**src/include/clock_switch_pkg.sv**
```systemverilog
// Shared constants and state types for the glitchless clock switch.
// Assumes one 250 MHz system clock that samples both reference clocks.
package clock_switch_pkg;

   // ************************************************************
   // Timing
   // ************************************************************
   localparam int CLK_PERIOD_NS  = 4;       // System clock period
   localparam int POR_TIME_NS    = 1000;    // Startup hold time
   localparam int POR_CYCLES     = (POR_TIME_NS + CLK_PERIOD_NS - 1) / CLK_PERIOD_NS;
   localparam int STUCK_TIME_NS  = 256;     // No-edge time that marks a dead clock
   localparam int STUCK_CYCLES   = (STUCK_TIME_NS + CLK_PERIOD_NS - 1) / CLK_PERIOD_NS;

   // ************************************************************
   // Switchover stage lengths, in input clock pulses, and output copy count
   // ************************************************************
   localparam int DRAIN_PULSES   = 2;       // Old clock pulses kept after select
   localparam int HIGH_PULSES    = 2;       // Stretched high, in new clock pulses
   localparam int LOW_EDGES      = 2;       // Forced low, in new clock falls
   localparam int N_OUT          = 8;       // Output copies

   // ************************************************************
   // Field widths and reset values
   // ************************************************************
   localparam int CNT_W          = 4;
   localparam int IDLE_W         = 8;
   localparam int POR_W          = 12;
   localparam logic RST_SELECT   = 1'b1;    // Second input after reset

   // One-hot switchover states
   typedef enum logic [4:0] {
      ST_POR       = 5'h01,
      ST_FOLLOW    = 5'h02,
      ST_DRAIN     = 5'h04,
      ST_HOLD_HIGH = 5'h08,
      ST_LOW_WAIT  = 5'h10
   } state_t;

   // Whole state of the switch
   typedef struct packed {
      state_t              fsm;      // Switchover stage
      logic                cur;      // Input now driving the output
      logic                sel_meta; // Select, first sync stage
      logic                sel_sync; // Select, second sync stage
      logic [1:0]          prev;     // Guarded input levels, last cycle
      logic [1:0]          last;     // Last valid level per input
      logic [CNT_W-1:0]    cnt;      // Pulse or edge count of a stage
      logic [IDLE_W-1:0]   idle;     // Cycles since old clock toggled
      logic [POR_W-1:0]    por;      // Startup counter
      logic                out;      // Switched clock
   } sw_state_t;

endpackage

```
**src/logic/clock_switch_mux.sv**
```systemverilog
// Two-input glitchless clock switch with fail-safe input guard and fanout.
// Assumes both reference clocks, swing flags and select are sampled by clk,
// and that the reference clocks run well below half the clk rate.
//
// Operation
// - No shortened phase while switching
// - Both inputs switch the same way
// - Bypass mode switches at once
// - Weak input freezes output at last level
// - Follow old, hold low, follow new
// - Stuck high: hold high, low, follow
// - Stretched phases exceed half new period
// - Stuck low: hold low, then follow
// - Dead input uses last valid level
// - Zero swing gives stable output
// - Slow degradation not filtered
// - Synchronised select, counts vary slightly
// - Power-on hold before switching starts, skipped in bypass mode
// - Low select first, high second input
// - Open select means second input
// - Switch done within seventeen cycles
`timescale 1ns/1ps

module clock_switch_mux
   import clock_switch_pkg::*;
#(
   parameter int POR_LEN   = clock_switch_pkg::POR_CYCLES,   // Startup hold
   parameter int STUCK_LEN = clock_switch_pkg::STUCK_CYCLES  // Dead-clock limit
) (
   // Clock and reset
   input  wire logic              clk,
   input  wire logic              srst,
   // Reference clocks and their swing flags
   input  wire logic              clock_input_a,
   input  wire logic              clock_input_b,
   input  wire logic              swing_ok_a,
   input  wire logic              swing_ok_b,
   // Selection and mode
   input  wire logic              input_select,
   input  wire logic              select_open,
   input  wire logic              startup_delay_pin_at_supply,
   // Switched clock copies
   output logic [clock_switch_pkg::N_OUT-1:0] clock_out
);
   import clock_switch_pkg::*;

   // ************************************************************
   // Declarations
   // ************************************************************
   sw_state_t   r_reg;          // Registered state
   sw_state_t   r_next;         // Next state
   logic [1:0]  raw;            // Sampled inputs
   logic [1:0]  ok;             // Swing flags
   logic [1:0]  eff;            // Guarded levels
   logic [1:0]  rise;           // Rising edges of guarded levels
   logic [1:0]  fall;           // Falling edges of guarded levels
   logic        sel_in;         // Select after pull-up
   logic        bypass;         // Suppressor disabled
   logic        alt;            // Input being switched to

   assign raw    = {clock_input_b, clock_input_a};
   assign ok     = {swing_ok_b, swing_ok_a};
   assign sel_in = select_open ? 1'b1 : input_select;
   assign bypass = startup_delay_pin_at_supply;
   assign alt    = ~r_reg.cur;

   // ************************************************************
   // Fail-safe guard
   // ************************************************************
   // hold last valid level
   always_comb begin
      for (int i = 0; i < 2; i++) begin
         eff[i] = ok[i] ? raw[i] : r_reg.last[i];
      end
      rise = eff & ~r_reg.prev;
      fall = ~eff & r_reg.prev;
   end

   // ************************************************************
   // Switchover state machine
   // ************************************************************
   // Indexing by cur keeps both inputs symmetric
   always_comb begin
      r_next          = r_reg;
      r_next.sel_meta = sel_in;
      r_next.sel_sync = r_reg.sel_meta;
      r_next.prev     = eff;
      for (int i = 0; i < 2; i++) begin
         if (ok[i]) begin
            r_next.last[i] = raw[i];
         end
      end
      // Dead-clock timer on the driving input
      if (rise[r_reg.cur] || fall[r_reg.cur]) begin
         r_next.idle = '0;
      end else if (r_reg.idle != IDLE_W'(STUCK_LEN)) begin
         r_next.idle = r_reg.idle + 1'b1;
      end
      unique case (r_reg.fsm)
         ST_POR: begin
            // hold low until startup ends
            // The first pulse after startup may be short: the suppressor
            // guards select changes, not the exit from the startup hold
            r_next.out = 1'b0;
            r_next.cur = r_reg.sel_sync;
            if (bypass || r_reg.por == POR_W'(POR_LEN - 1)) begin
               r_next.fsm = ST_FOLLOW;
            end else begin
               r_next.por = r_reg.por + 1'b1;
            end
         end
         ST_FOLLOW: begin
            r_next.out = eff[r_reg.cur];
            r_next.cnt = '0;
            if (r_reg.sel_sync != r_reg.cur) begin
               if (bypass) begin
                  r_next.cur = r_reg.sel_sync;
                  r_next.out = eff[r_reg.sel_sync];
               end else begin
                  r_next.fsm  = ST_DRAIN;
                  r_next.idle = '0;
               end
            end
         end
         ST_DRAIN: begin
            // keep old clock a few pulses
            r_next.out = eff[r_reg.cur];
            if (fall[r_reg.cur]) begin
               r_next.cnt = r_reg.cnt + 1'b1;
               if (r_reg.cnt == CNT_W'(DRAIN_PULSES - 1)) begin
                  r_next.fsm = ST_LOW_WAIT;
                  r_next.cnt = '0;
               end
            end else if (r_reg.idle == IDLE_W'(STUCK_LEN)) begin
               r_next.cnt = '0;
               if (eff[r_reg.cur]) begin
                  r_next.fsm = ST_HOLD_HIGH;
                  r_next.out = 1'b1;
               end else begin
                  r_next.fsm = ST_LOW_WAIT;
                  r_next.out = 1'b0;
               end
            end
         end
         ST_HOLD_HIGH: begin
            r_next.out = 1'b1;
            if (fall[alt]) begin
               r_next.cnt = r_reg.cnt + 1'b1;
               if (r_reg.cnt == CNT_W'(HIGH_PULSES - 1)) begin
                  r_next.fsm = ST_LOW_WAIT;
                  r_next.cnt = '0;
                  r_next.out = 1'b0;
               end
            end
         end
         ST_LOW_WAIT: begin
            // low until the new clock has fallen LOW_EDGES times
            r_next.out = 1'b0;
            if (fall[alt]) begin
               r_next.cnt = r_reg.cnt + 1'b1;
               if (r_reg.cnt == CNT_W'(LOW_EDGES - 1)) begin
                  // hand over to the other input
                  r_next.fsm = ST_FOLLOW;
                  r_next.cur = alt;
                  r_next.cnt = '0;
               end
            end
         end
      endcase
   end

   // ************************************************************
   // State register
   // ************************************************************
   always_ff @(posedge clk) begin
      if (srst) begin
         r_reg.fsm      <= ST_POR;
         r_reg.cur      <= RST_SELECT;
         r_reg.sel_meta <= RST_SELECT;
         r_reg.sel_sync <= RST_SELECT;
         r_reg.prev     <= '0;
         r_reg.last     <= '0;
         r_reg.cnt      <= '0;
         r_reg.idle     <= '0;
         r_reg.por      <= '0;
         r_reg.out      <= 1'b0;
      end else begin
         r_reg <= r_next;
      end
   end

   // ************************************************************
   // Fanout
   // ************************************************************
   // same clock on every copy
   always_ff @(posedge clk) begin
      if (srst) begin
         clock_out <= '0;
      end else begin
         clock_out <= {N_OUT{r_next.out}};
      end
   end
endmodule // clock_switch_mux

```
**config.mk**
```make
export PLATFORM = sky130hd
export DESIGN_NAME = clock_switch_mux
export DESIGN_NICKNAME = d
export VERILOG_FILES = /design/src/include/clock_switch_pkg.sv /design/src/logic/clock_switch_mux.sv
export SDC_FILE = /design/constraint.sdc
export NUM_CORES = 1
export LEC_CHECK = 0
export BUFFER_PORTS_ARGS = -buffer_cell sky130_fd_sc_hd__buf_2
export CORE_ASPECT_RATIO = 1.75
export CORE_UTILIZATION = 50
export CTS_BUF_LIST = sky130_fd_sc_hd__clkbuf_4
export DETAILED_ROUTE_END_ITERATION = 7
export GPL_TIMING_DRIVEN = 0
export PLACE_DENSITY = 0.7
export SETUP_SLACK_MARGIN = 0.4
export SLEW_MARGIN = 20
export SYNTH_ARGS = -nofsm -noshare
export SYNTH_HDL_FRONTEND = slang
export SYNTH_SLANG_ARGS = --single-unit
```
**constraint.sdc**
```tcl
create_clock -name clk -period 2.6 [get_ports clk]
set_clock_uncertainty 0.2 [all_clocks]
set_input_delay 0.26 -clock clk [delete_from_list [all_inputs] [get_ports clk]]
set_output_delay 0.26 -clock clk [all_outputs]
set_load 0.1 [all_outputs]
```
# Yosys cells after proc, flatten, opt, wreduce, memory -nomap -nowiden
# Cells that the tools add are included.
word_totals:
  reg_bits: 35
  word_cells: 94
op_classes:
  add_sub_neg: 3
  order_cmp: 3
  n_eq_ne: 19
  muxes: 43
  bitwise_logic: 6
  reduce_logical: 11
op_table:
  columns: ["op", "count"]
  rows:
  - ["$mux W8", 5]
  - ["$mux W5", 7]
  - ["$pmux W5 S5", 1]
  - ["$mux W1", 20]
  - ["$mux W6", 3]
  - ["$mux W4", 4]
  - ["$ne A2 B2 Y1 const B", 7]
  - ["$add A12 B1 Y12 const B", 1]
  - ["$eq A12 B8 Y1 const B", 1]
  - ["$pmux W4 S3", 1]
  - ["$add A8 B1 Y8 const B", 1]
  - ["$eq A8 B7 Y1 const B", 1]
  - ["$ne A8 B7 Y1 const B", 1]
  - ["$reduce_and A7 Y1", 1]
  - ["$lt A1 B2 Y1 const B", 3]
  - ["$reduce_bool A3 Y1", 2]
  - ["$reduce_or A2 Y1", 3]
  - ["$eq A5 B1 Y1 const B", 1]
  - ["$eq A5 B2 Y1 const B", 1]
  - ["$eq A5 B3 Y1 const B", 1]
  - ["$eq A5 B4 Y1 const B", 1]
  - ["$eq A5 B5 Y1 const B", 1]
  - ["$reduce_and A5 Y1", 1]
  - ["$add A4 B1 Y4 const B", 1]
  - ["12 further kinds", 16]

# Longest topological paths before layout
# Gate-level depths: netlist of run 1.
logic_depth:
  word_depth: 10
  ltp_mapped: 9
  mapped_depth_nobuf: 8

# Worst setup path after synthesis of run 1
# OpenSTA, ideal clock, no wires.
synth_path:
  path_type: "flip-flop to flip-flop"
  from: "reg r_reg[1] (netlist name)"
  to: "reg r_reg[31] (netlist bit)"
  t_arrival_ns: 2.079
  required_ns: 2.280
  path_slack_ns: 0.202
  path_stages_with_launch: 8
  cell_sequence: "dfxtp_1 > ha_1 > or4b_1 > or4_4 > nand2_2 > o2111a_4 > o21ai_2 > a211o_1"
synth_lines:
  columns: ["element", "line_no", "source"]
  rows:
  - ["end signal: assignment", "clock_switch_mux.sv:188", "r_reg <= r_next;"]
  - ["end: declaration", "clock_switch_mux.sv:50", "sw_state_t r_reg;"]

==> results of run 1 <==
logic make-up (layout without fill, tap and decap cells):
kind of cell	count (synthesis)	count (layout)	share of synthesized area, %
adder cells (fa/ha/maj)	4	4	2.566
AO/OA/AOI/OAI	43	43	14.37
AND/OR/NAND/NOR	109	109	30.60
multiplexers	4	4	2.181
flip-flops	35	35	35.92
XOR/XNOR	19	19	8.531
buffers and inverters	21	59	5.837
cell type report:
class                      count  share of cell area, %
inverter                       7                  1.058
sequential                    35                  28.36
tap                           46                  2.317
buffer                        14                  3.929
clock inverter                 1                 0.2015
timing repair buffer          30                  8.363
clock buffer                   7                  2.116
multi-input combinational    179                  53.65
worst max-delay path by stage:
stage                           end  startpoint  cells after the start
after floorplan           r_reg[31]    r_reg[2]                      8
after global placement    r_reg[31]    r_reg[1]                      7
after detailed placement  r_reg[31]    r_reg[2]                      8
after CTS                 r_reg[31]    r_reg[2]                      8
after global routing      r_reg[31]    r_reg[2]                      8
final                     r_reg[31]    r_reg[2]                      8
layout by cell type (no fill, tap or decap), drive strengths merged, types with 4 or more instances in the layout:
master,instances
ha,4
nor3,8
a21oi,15
xnor2,11
nor2,33
clkbuf,11
dfxtp,35
buf,38
nand3,13
or3,8
and3,4
nor4,4
nand2,16
xor2,8
inv,7
nand2b,5
o21ai,13
stage by stage:
stage	worst slack, ns	area [µm²]	hold WS (ns)	power (W)	instances
floorplan	0.2479	1953	0.1588	0.001168	235
global placement	0.1461	2086	0.1931	0.001265	296
detailed placement	0.1375	2086	0.1983	0.001268	296
CTS	0.1884	2376	0.07517	0.001709	317
global route	0.05039	2484	0.1122	0.001900	319
finish	0.08687	2484	0.08327	0.001814	319
routing by layer:
metal	vias up	part of all wire, %
met5	-	0
met4	0	3.3
met3	15	2.3
met2	28	58
met1	855	37
li1	903	-
report_power, final:
part           internal [W]  leakage [nW]  switching [W]
Clock              0.000126        0.0361       0.000184
Combinational      0.000342         0.623       0.000533
Sequential         0.000577         0.286      0.0000517
critical path, delay by kind of cell (launching register included):
kind	cells	cell delay, ns
adders and majority gates	1	0.12
DFF	1	0.34
AOI/OAI and AO/OA	3	0.59
buffers and inverters	1	0.06
and+or+nand+nor	3	1.11
what timing repair did:
item | in CTS | in global routing
pin swaps | 20 | 24
cloned | 1 | 0
buffers inserted | 10 | 2
gates resized for setup | 31 | 21
endpoints found under the hold margin | 1 | 0
hold buffers | 2 | 0
endpoints found under the setup margin | 20 | 22
==> out/qor.yml, run 1 <==
seq_area_um2: 704.4
crit_path_end_kind: "register"
post-dp-hpwl_um: 2982
worstPathRequired_ns: 2.65
synthTopCellsByArea: "dfxtp_1 (36%), nor2_1 (6.4%), xnor2_1 (4.9%)"
rsz0062_at_grt: "true"
grt_use_met1_pct: 20.38
wl_um: 4608
grt_util_met3_pct: 5.435
multiInputGateArea_um2: 1333
crit_fanout: 6
synth_edf_count: 0
fill_cells: 307
syn-num-nets: 248
postSynthCellCount: 235
rr_endpoint: "r_reg[31]"
cp_cell_sequence: "inv_2 > ha_4 > or4b_4 > or4_4 > nand2_4 > o2111a_4 > o21ai_2 > a211o_1"
clk_latency_ns: 0.34
ff2ff_path_depth: 8
antenna_left: 0
area_growth_pct: 27.33
status: "complete, no violations"
min-delay-start: "clock_input_b"
fmax_mhz: 397.9
fp-row-count: 29
antenna_found_initial: 0
critical_path_class: "register to register"
grt.overflow.total: 0
place_congestion: 0.8779
slew_headroom_pct: 63.13
yosys_warnings: 0
finalSetupViolations: 0
crit_slowest_cell: "or4_4"
die_x_um: 49.22
drv_slew: 0
track_usage_pct: 22.89
period_needed_ns: 2.513
tns_ns: 0
critPathMaxStageDelay_ns: 0.56
cp-start-kind: "register"
synth.cell_area_um2: 1951
top_usage_layer: "met2"
grt_pass1_wl_um: 7410
fp.dieH_um: 84.63
fin_crit_sh_pct: 96.66
drive_gt1_share_pct: 32.60
die_area_um2: 4165
yosys.area.top_type_share_pct: 35.92
port_buffers: 15
r2r_slack_ns: 0.09
htreeDepth: 2
yosysSeqAreaShare_pct: 35.92
cp.arrival_ns: 2.56
synthDistinctLibCells: 51
final_util_pct: 67.77
coreArea_um2: 3665
via_per_inst: 5.646
maxCapViolCount: 0
wl_per_cell_um: 14.45
hold_violations: 0
grt_max_degree: 11
num_vias: 1801
drc_errors: 0
clk_pin_slew_worst_paths_ns: 0.11
holdPathEnd: "r_reg[26]"
grt_pass1_vias: 1735
synthArstFlopShare_pct: 0
worst_slew_pin_slew_ns: 0.5516
diodes: 0
whs_path_depth: 3
ys_ff_latch: 35
min_path_type: "primary input to register"
syn_area_per_cell_um2: 8.301
start_util_pct: 53.23
synth_top_area_cell: "dfxtp_1"
max-clock-path-buffers: 2
synth_flop_cell: "dfxtp_1"
final_nets: 285
p_leak_nw: 0.9450
largest_register_ffs: 33
peakVddDrop_uv: 409.2
r2r-start: "r_reg[2]"
grt_use_met2_pct: 45.83
powerDensity_nw_per_um2: 730.6
ios: 17
synthTopCellsByCount: "dfxtp_1 (35), nor2_1 (33), a21oi_1 (15), nand2_1 (15), nand3_1 (13)"
firstDrtPassIters: 4
cts_tree: "done"
drt-initial-drc-count: 36
synth_most_common_cell: "dfxtp_1"
clockRootBuffer: "clkbuf_4"
cts_buffers: 5
cts.sinks: 35
No activity file was read; power rests on OpenSTA's default activity.
==> run 2: changes to the inputs <==
--- a/config.mk
+++ b/config.mk
@@ -5,10 +5,9 @@
 export SDC_FILE = /design/constraint.sdc
 export NUM_CORES = 1
 export LEC_CHECK = 0
-export BUFFER_PORTS_ARGS = -buffer_cell sky130_fd_sc_hd__buf_2
+export BUFFER_PORTS_ARGS = -buffer_cell sky130_fd_sc_hd__buf_4
 export CORE_ASPECT_RATIO = 1.75
 export CORE_UTILIZATION = 50
-export CTS_BUF_LIST = sky130_fd_sc_hd__clkbuf_4
 export DETAILED_ROUTE_END_ITERATION = 7
 export GPL_TIMING_DRIVEN = 0
 export PLACE_DENSITY = 0.7
==> out/qor.yml, run 2 (synthesis gave the netlist of run 1 again) <==
p_total_w: 0.001967  # +8.4%
grt.overflow.total: 0  # unchanged
powerDensity_nw_per_um2: 755.3  # +3.4%
hold_violations: 0  # unchanged
clockPowerShare_pct: 19.7  # +2.6 points
tns_ns: 0  # unchanged
peakVddDrop_uv: 576.1  # +41%
sw_frac_of_total_pct: 40.47  # -1.9 points
max-clock-path-buffers: 2  # unchanged
layout_commonest_cell: "buf_4"
fp.dieH_um: 84.63  # unchanged
cp_cell_sequence: "inv_2 > ha_4 > or4b_1 > or4_4 > nand2_4 > o2111a_4 > o21ai_2 > a211o_1"
slew_headroom_pct: 61.24  # -1.9 points
maxCapViolCount: 0  # unchanged
ios: 17  # unchanged
grt_pass1_wl_um: 8004  # +8.0%
rsz0062_at_grt: "true"
most-common-layout-cells: "buf_4 (39), dfxtp_1 (33), nor2_1 (30)"
pwr-share-seq_pct: 31.9  # -2.8 points
clk_latency_ns: 0.29  # -0.05 ns
port_buffers: 15  # unchanged
start_util_pct: 53.23  # unchanged
critical_path_class: "register to register"
antenna_left: 0  # unchanged
clk_pin_slew_worst_paths_ns: 0.07  # -0.04 ns
switchingPower_w: 0.0007959  # +3.6%
wl_um: 5055  # +9.7%
largest_register_ffs: 33  # unchanged
coreArea_um2: 3665  # unchanged
period_needed_ns: 2.446  # -0.06698 ns
drive_gt1_share_pct: 31.80  # -0.80 points
critPathMaxStageDelay_ns: 0.52  # -0.04 ns
area_growth_pct: 33.48
min_path_type: "primary input to register"
intPower_w: 0.001171  # +12%
p_leak_nw: 1.014  # +7.3%
status: "complete, no violations"
post-dp-hpwl_um: 3143  # +5.4%
drc_errors: 0  # unchanged
drt-initial-drc-count: 63  # +75%
firstDrtPassIters: 4  # unchanged
fp-row-count: 29  # unchanged
power_frac_comb_pct: 48.5  # +0.3 points
worstPathRequired_ns: 2.59  # -0.06 ns
final_nets: 295  # +3.5%
antenna_found_initial: 0  # unchanged
fin_crit_sh_pct: 94.08  # -2.6 points
crit_slowest_cell: "or4_4"
diodes: 0  # unchanged
crit_fanout: 4  # -2
track_usage_pct: 25.30  # +2.4 points
finalSetupViolations: 0  # unchanged
fmax_mhz: 408.8  # +2.7%
cts_buffers: 5  # unchanged
wl_per_cell_um: 15.36  # +6.4%
grt_pass1_vias: 1851  # +6.7%
die_area_um2: 4165  # unchanged
grt_max_degree: 11  # unchanged
clockRootBuffer: "clkbuf_8"
num_vias: 1877  # +4.2%
htreeDepth: 2  # unchanged
drv_slew: 0  # unchanged
cp-start-kind: "register"
worst_slew_pin_slew_ns: 0.5814  # +0.02985 ns
die_x_um: 49.22  # unchanged
crit_path_end_kind: "register"
cp.arrival_ns: 2.43  # -0.13 ns
via_per_inst: 5.705  # +1.1%
place_congestion: 0.8870  # +1.0%
cts_tree: "done"
cts.sinks: 35  # unchanged
fin_hold_ws_ns: 0.1610  # +0.07775 ns
[run 2: cell types whose count changed in the layout (fill, tap and decap cells not counted), sizes merged]
| cell | change |
|---|---|
| buf | +10 |
[run 2: worst max-delay path: cells and delay by family, from the launching register on]
family,cells,cell delay [ns]
adder cells (fa/ha/maj),1,0.12
buffers and inverters,1,0.06
flip-flops,1,0.32
AO/OA/AOI/OAI,3,0.57
AND/OR/NAND/NOR,3,1.06
[run 2: final timing paths]
kind	startpoint	slack [ns]	endpoint	cells past startpoint
worst max-delay path	r_reg[2]	0.15	r_reg[31]	8
worst min-delay path	clock_input_b	0.16	r_reg[26]	3
worst max register to register	r_reg[2]	0.15	r_reg[31]	8
worst min register to register	r_next[29]	0.21	r_reg[29]	1
[run 2: stage by stage]
| step | instance area, µm² | utilization [%] | instances | worst slack (ns) |
|---|---|---|---|---|
| after global routing | 2604 | 71.05 | 329 | 0.07312 |
| after CTS | 2484 | 67.77 | 324 | 0.2017 |
| final | 2604 | 71.05 | 329 | 0.1539 |
| after floorplan | 1953 | - | 235 | 0.2479 |
| after detailed placement | 2123 | 57.94 | 296 | 0.1114 |
| after global placement | 2123 | 57.94 | 296 | 0.1341 |
[run 2: what timing repair did]
action	in CTS	in global routing
hold buffers	2	0
endpoints found under the setup margin	21	21
buffers inserted	17	5
cloned	1	0
resized for setup	22	19
pin swaps	18	16
endpoints found under the hold margin	1	0
[run 2: area by class of cell]
cell class	instances	area, µm²
Inverter	7	26.28
Clock buffer	7	76.32
Buffer	14	98.84
Tap cell	46	57.56
Multi-Input combinational cell	179	1284
Timing Repair Buffer	40	352.8
Fill cell	295	1061
Sequential cell	35	703.2
Clock inverter	1	5.005
[run 2: power by group through the flow]
stage               logic (W)  clock network (W)  registers, W
floorplan            0.000517                  0      0.000651
global placement     0.000651                  0      0.000636
detailed placement   0.000659                  0      0.000636
CTS                  0.000831           0.000393      0.000625
global route         0.000999           0.000421      0.000632
finish               0.000953           0.000387      0.000627
[run 2: routing by layer]
| metal | GRT usage (%) | vias to the layer above | part of all wire [%] | routed length [µm] |
|---|---|---|---|---|
| met5 | 0 | - | 0 | 0 |
| met4 | 17.65 | 0 | 3.2 | 164 |
| met3 | 5.254 | 16 | 1.7 | 88 |
| met2 | 48.32 | 23 | 59 | 2966 |
| met1 | 22.40 | 913 | 36 | 1836 |
| li1 | - | 925 | - | - |
==> run 3: changes to the inputs <==
==> constraint.sdc (replaced) <==
create_clock -name clk -period 2.6 [get_ports clk]
set_clock_uncertainty 0.2 [all_clocks]
set_input_delay 0.78 -clock clk [delete_from_list [all_inputs] [get_ports clk]]
set_output_delay 0.78 -clock clk [all_outputs]
set_load 0.1 [all_outputs]
==> out/qor.yml, run 3 (synthesis gave the netlist of run 1 again) <==
status: "complete, no violations"
ff2ff_path_depth: 7  # -1
most-common-layout-cells: "buf_4 (37), dfxtp_1 (32), nor2_1 (31)"
grt_pass1_wl_um: 7534  # -5.9%
diodes: 0  # unchanged
path_buf_inv: 0  # -1
start_util_pct: 53.23  # unchanged
place_ws_ns: -0.1247  # -0.2360 ns
coreArea_um2: 3665  # unchanged
cp.arrival_ns: 2.43  # about the same
grt_util_met3_pct: 4.167  # -1.1 points
fp.dieH_um: 84.63  # unchanged
p_leak_nw: 0.9593  # -5.4%
rsz0062_at_grt: "true"
setup_slack_ns: 0.1567  # +0.002897 ns
cts.sinks: 35  # unchanged
firstDrtPassIters: 4  # unchanged
place_congestion: 0.9343  # +5.3%
whs_path_depth: 1  # -2
antenna_found_initial: 0  # unchanged
hold_violations: 0  # unchanged
grt_pass1_vias: 1740  # -6.0%
cp-start-kind: "register"
die_area_um2: 4165  # unchanged
critical_path_class: "register to register"
min_path_type: "register to register"
crit_path_end_kind: "register"
grt.overflow.total: 0  # unchanged
grt_use_met1_pct: 22.48  # +0.087 points
cp_cell_sequence: "ha_4 > or4b_4 > or4_4 > nand2_4 > o2111a_4 > o21ai_2 > a211o_1"
worstPathRequired_ns: 2.59  # about the same
cts_buffers: 5  # unchanged
final_util_pct: 69.65  # -1.4 points
critPathMaxStageDelay_ns: 0.55  # +0.03 ns
max-clock-path-buffers: 2  # unchanged
powerDensity_nw_per_um2: 801.0  # +6.1%
area_growth_pct: 30.85
cp_num_cells: 7  # -1
crit_fanout: 4  # unchanged
slew_headroom_pct: 62.52  # +1.3 points
drv_slew: 0  # unchanged
htreeDepth: 2  # unchanged
period_needed_ns: 2.443  # -0.002897 ns
drt-initial-drc-count: 25  # -60%
drive_gt1_share_pct: 30.82  # -0.98 points
fin_cells: 325  # -1.2%
final_nets: 291  # -1.4%
tns_ns: 0  # unchanged
largest_register_ffs: 33  # unchanged
grt_use_met2_pct: 43.71  # -4.6 points
track_usage_pct: 23.66  # -1.6 points
finalSetupViolations: 0  # unchanged
clockRootBuffer: "clkbuf_8"
fill_cells: 301  # +2.0%
port_buffers: 15  # unchanged
grt_max_degree: 12  # +1
worst_slew_pin_slew_ns: 0.5563  # -0.02512 ns
fmax_mhz: 409.3  # +0.12%
fin_crit_sh_pct: 93.97  # -0.11 points
antenna_left: 0  # unchanged
top_usage_layer: "met2"
drc_errors: 0  # unchanged
post-dp-hpwl_um: 3189  # +1.5%
crit_slowest_cell: "or4_4"
clk_pin_slew_worst_paths_ns: 0.08  # about the same
layout_commonest_cell: "buf_4"
cts_tree: "done"
wl_per_cell_um: 14.25  # -7.3%
wl_um: 4630  # -8.4%
dp.cells: 296  # unchanged
ios: 17  # unchanged
die_x_um: 49.22  # unchanged
fp-row-count: 29  # unchanged
maxCapViolCount: 0  # unchanged
via_per_inst: 5.597  # -1.9%
fin_hold_ws_ns: 0.2240  # +0.06298 ns
num_vias: 1819  # -3.1%
peakVddDrop_uv: 784.0  # +36%
r2r_slack_ns: 0.16  # about the same
clk_latency_ns: 0.29  # about the same
crit_family: "simple AND/OR/NAND/NOR gates"
run 3: through the flow:
step	area (µm²)	total power, W
after detailed placement	2142	0.001316
final	2552	0.002045
after floorplan	1972	0.001176
after global routing	2552	0.002130
after global placement	2142	0.001308
after CTS	2407	0.001917
run 3: path summary, 6_finish.rpt:
| check | from | endpoint |
|---|---|---|
| setup / recovery | r_reg[1] | r_reg[31] |
| hold / removal | r_next[29] | r_reg[29] |
| setup reg to reg | r_reg[1] | r_reg[31] |
| hold reg to reg | r_next[29] | r_reg[29] |
run 3: timing repair:
action	CTS	global route
pin swaps	14	13
endpoints found under the hold margin	0	0
hold buffers	0	0
endpoints found under the setup margin	20	31
cloned	1	0
resized for setup	13	17
setup buffers	12	8
run 3: layout make-up:
type | instances | area, µm² | area share, %
repair buffers | 36 | 301.5 | 11.81
flip-flops and latches | 35 | 704.4 | 27.60
plain buffers | 14 | 93.84 | 3.676
clock inverters | 2 | 35.03 | 1.373
inverters | 7 | 26.28 | 1.029
multi-input cells | 179 | 1251 | 49.02
clock buffers | 6 | 82.58 | 3.235
well taps | 46 | 57.56 | 2.255
run 3: routing by layer:
layer / wire length, µm / share of wire (%)
met5: 0 / 0
met4: 235 / 5.1
met3: 93 / 2.0
met2: 2600 / 56
met1: 1701 / 37
run 3: power by group:
group | switching (W) | leakage [nW] | internal [W]
clock network | 0.000202 | 0.0612 | 0.000310
logic | 0.000530 | 0.613 | 0.000375
registers | 0.0000512 | 0.286 | 0.000577
total | 0.000782 | 0.959 | 0.00126
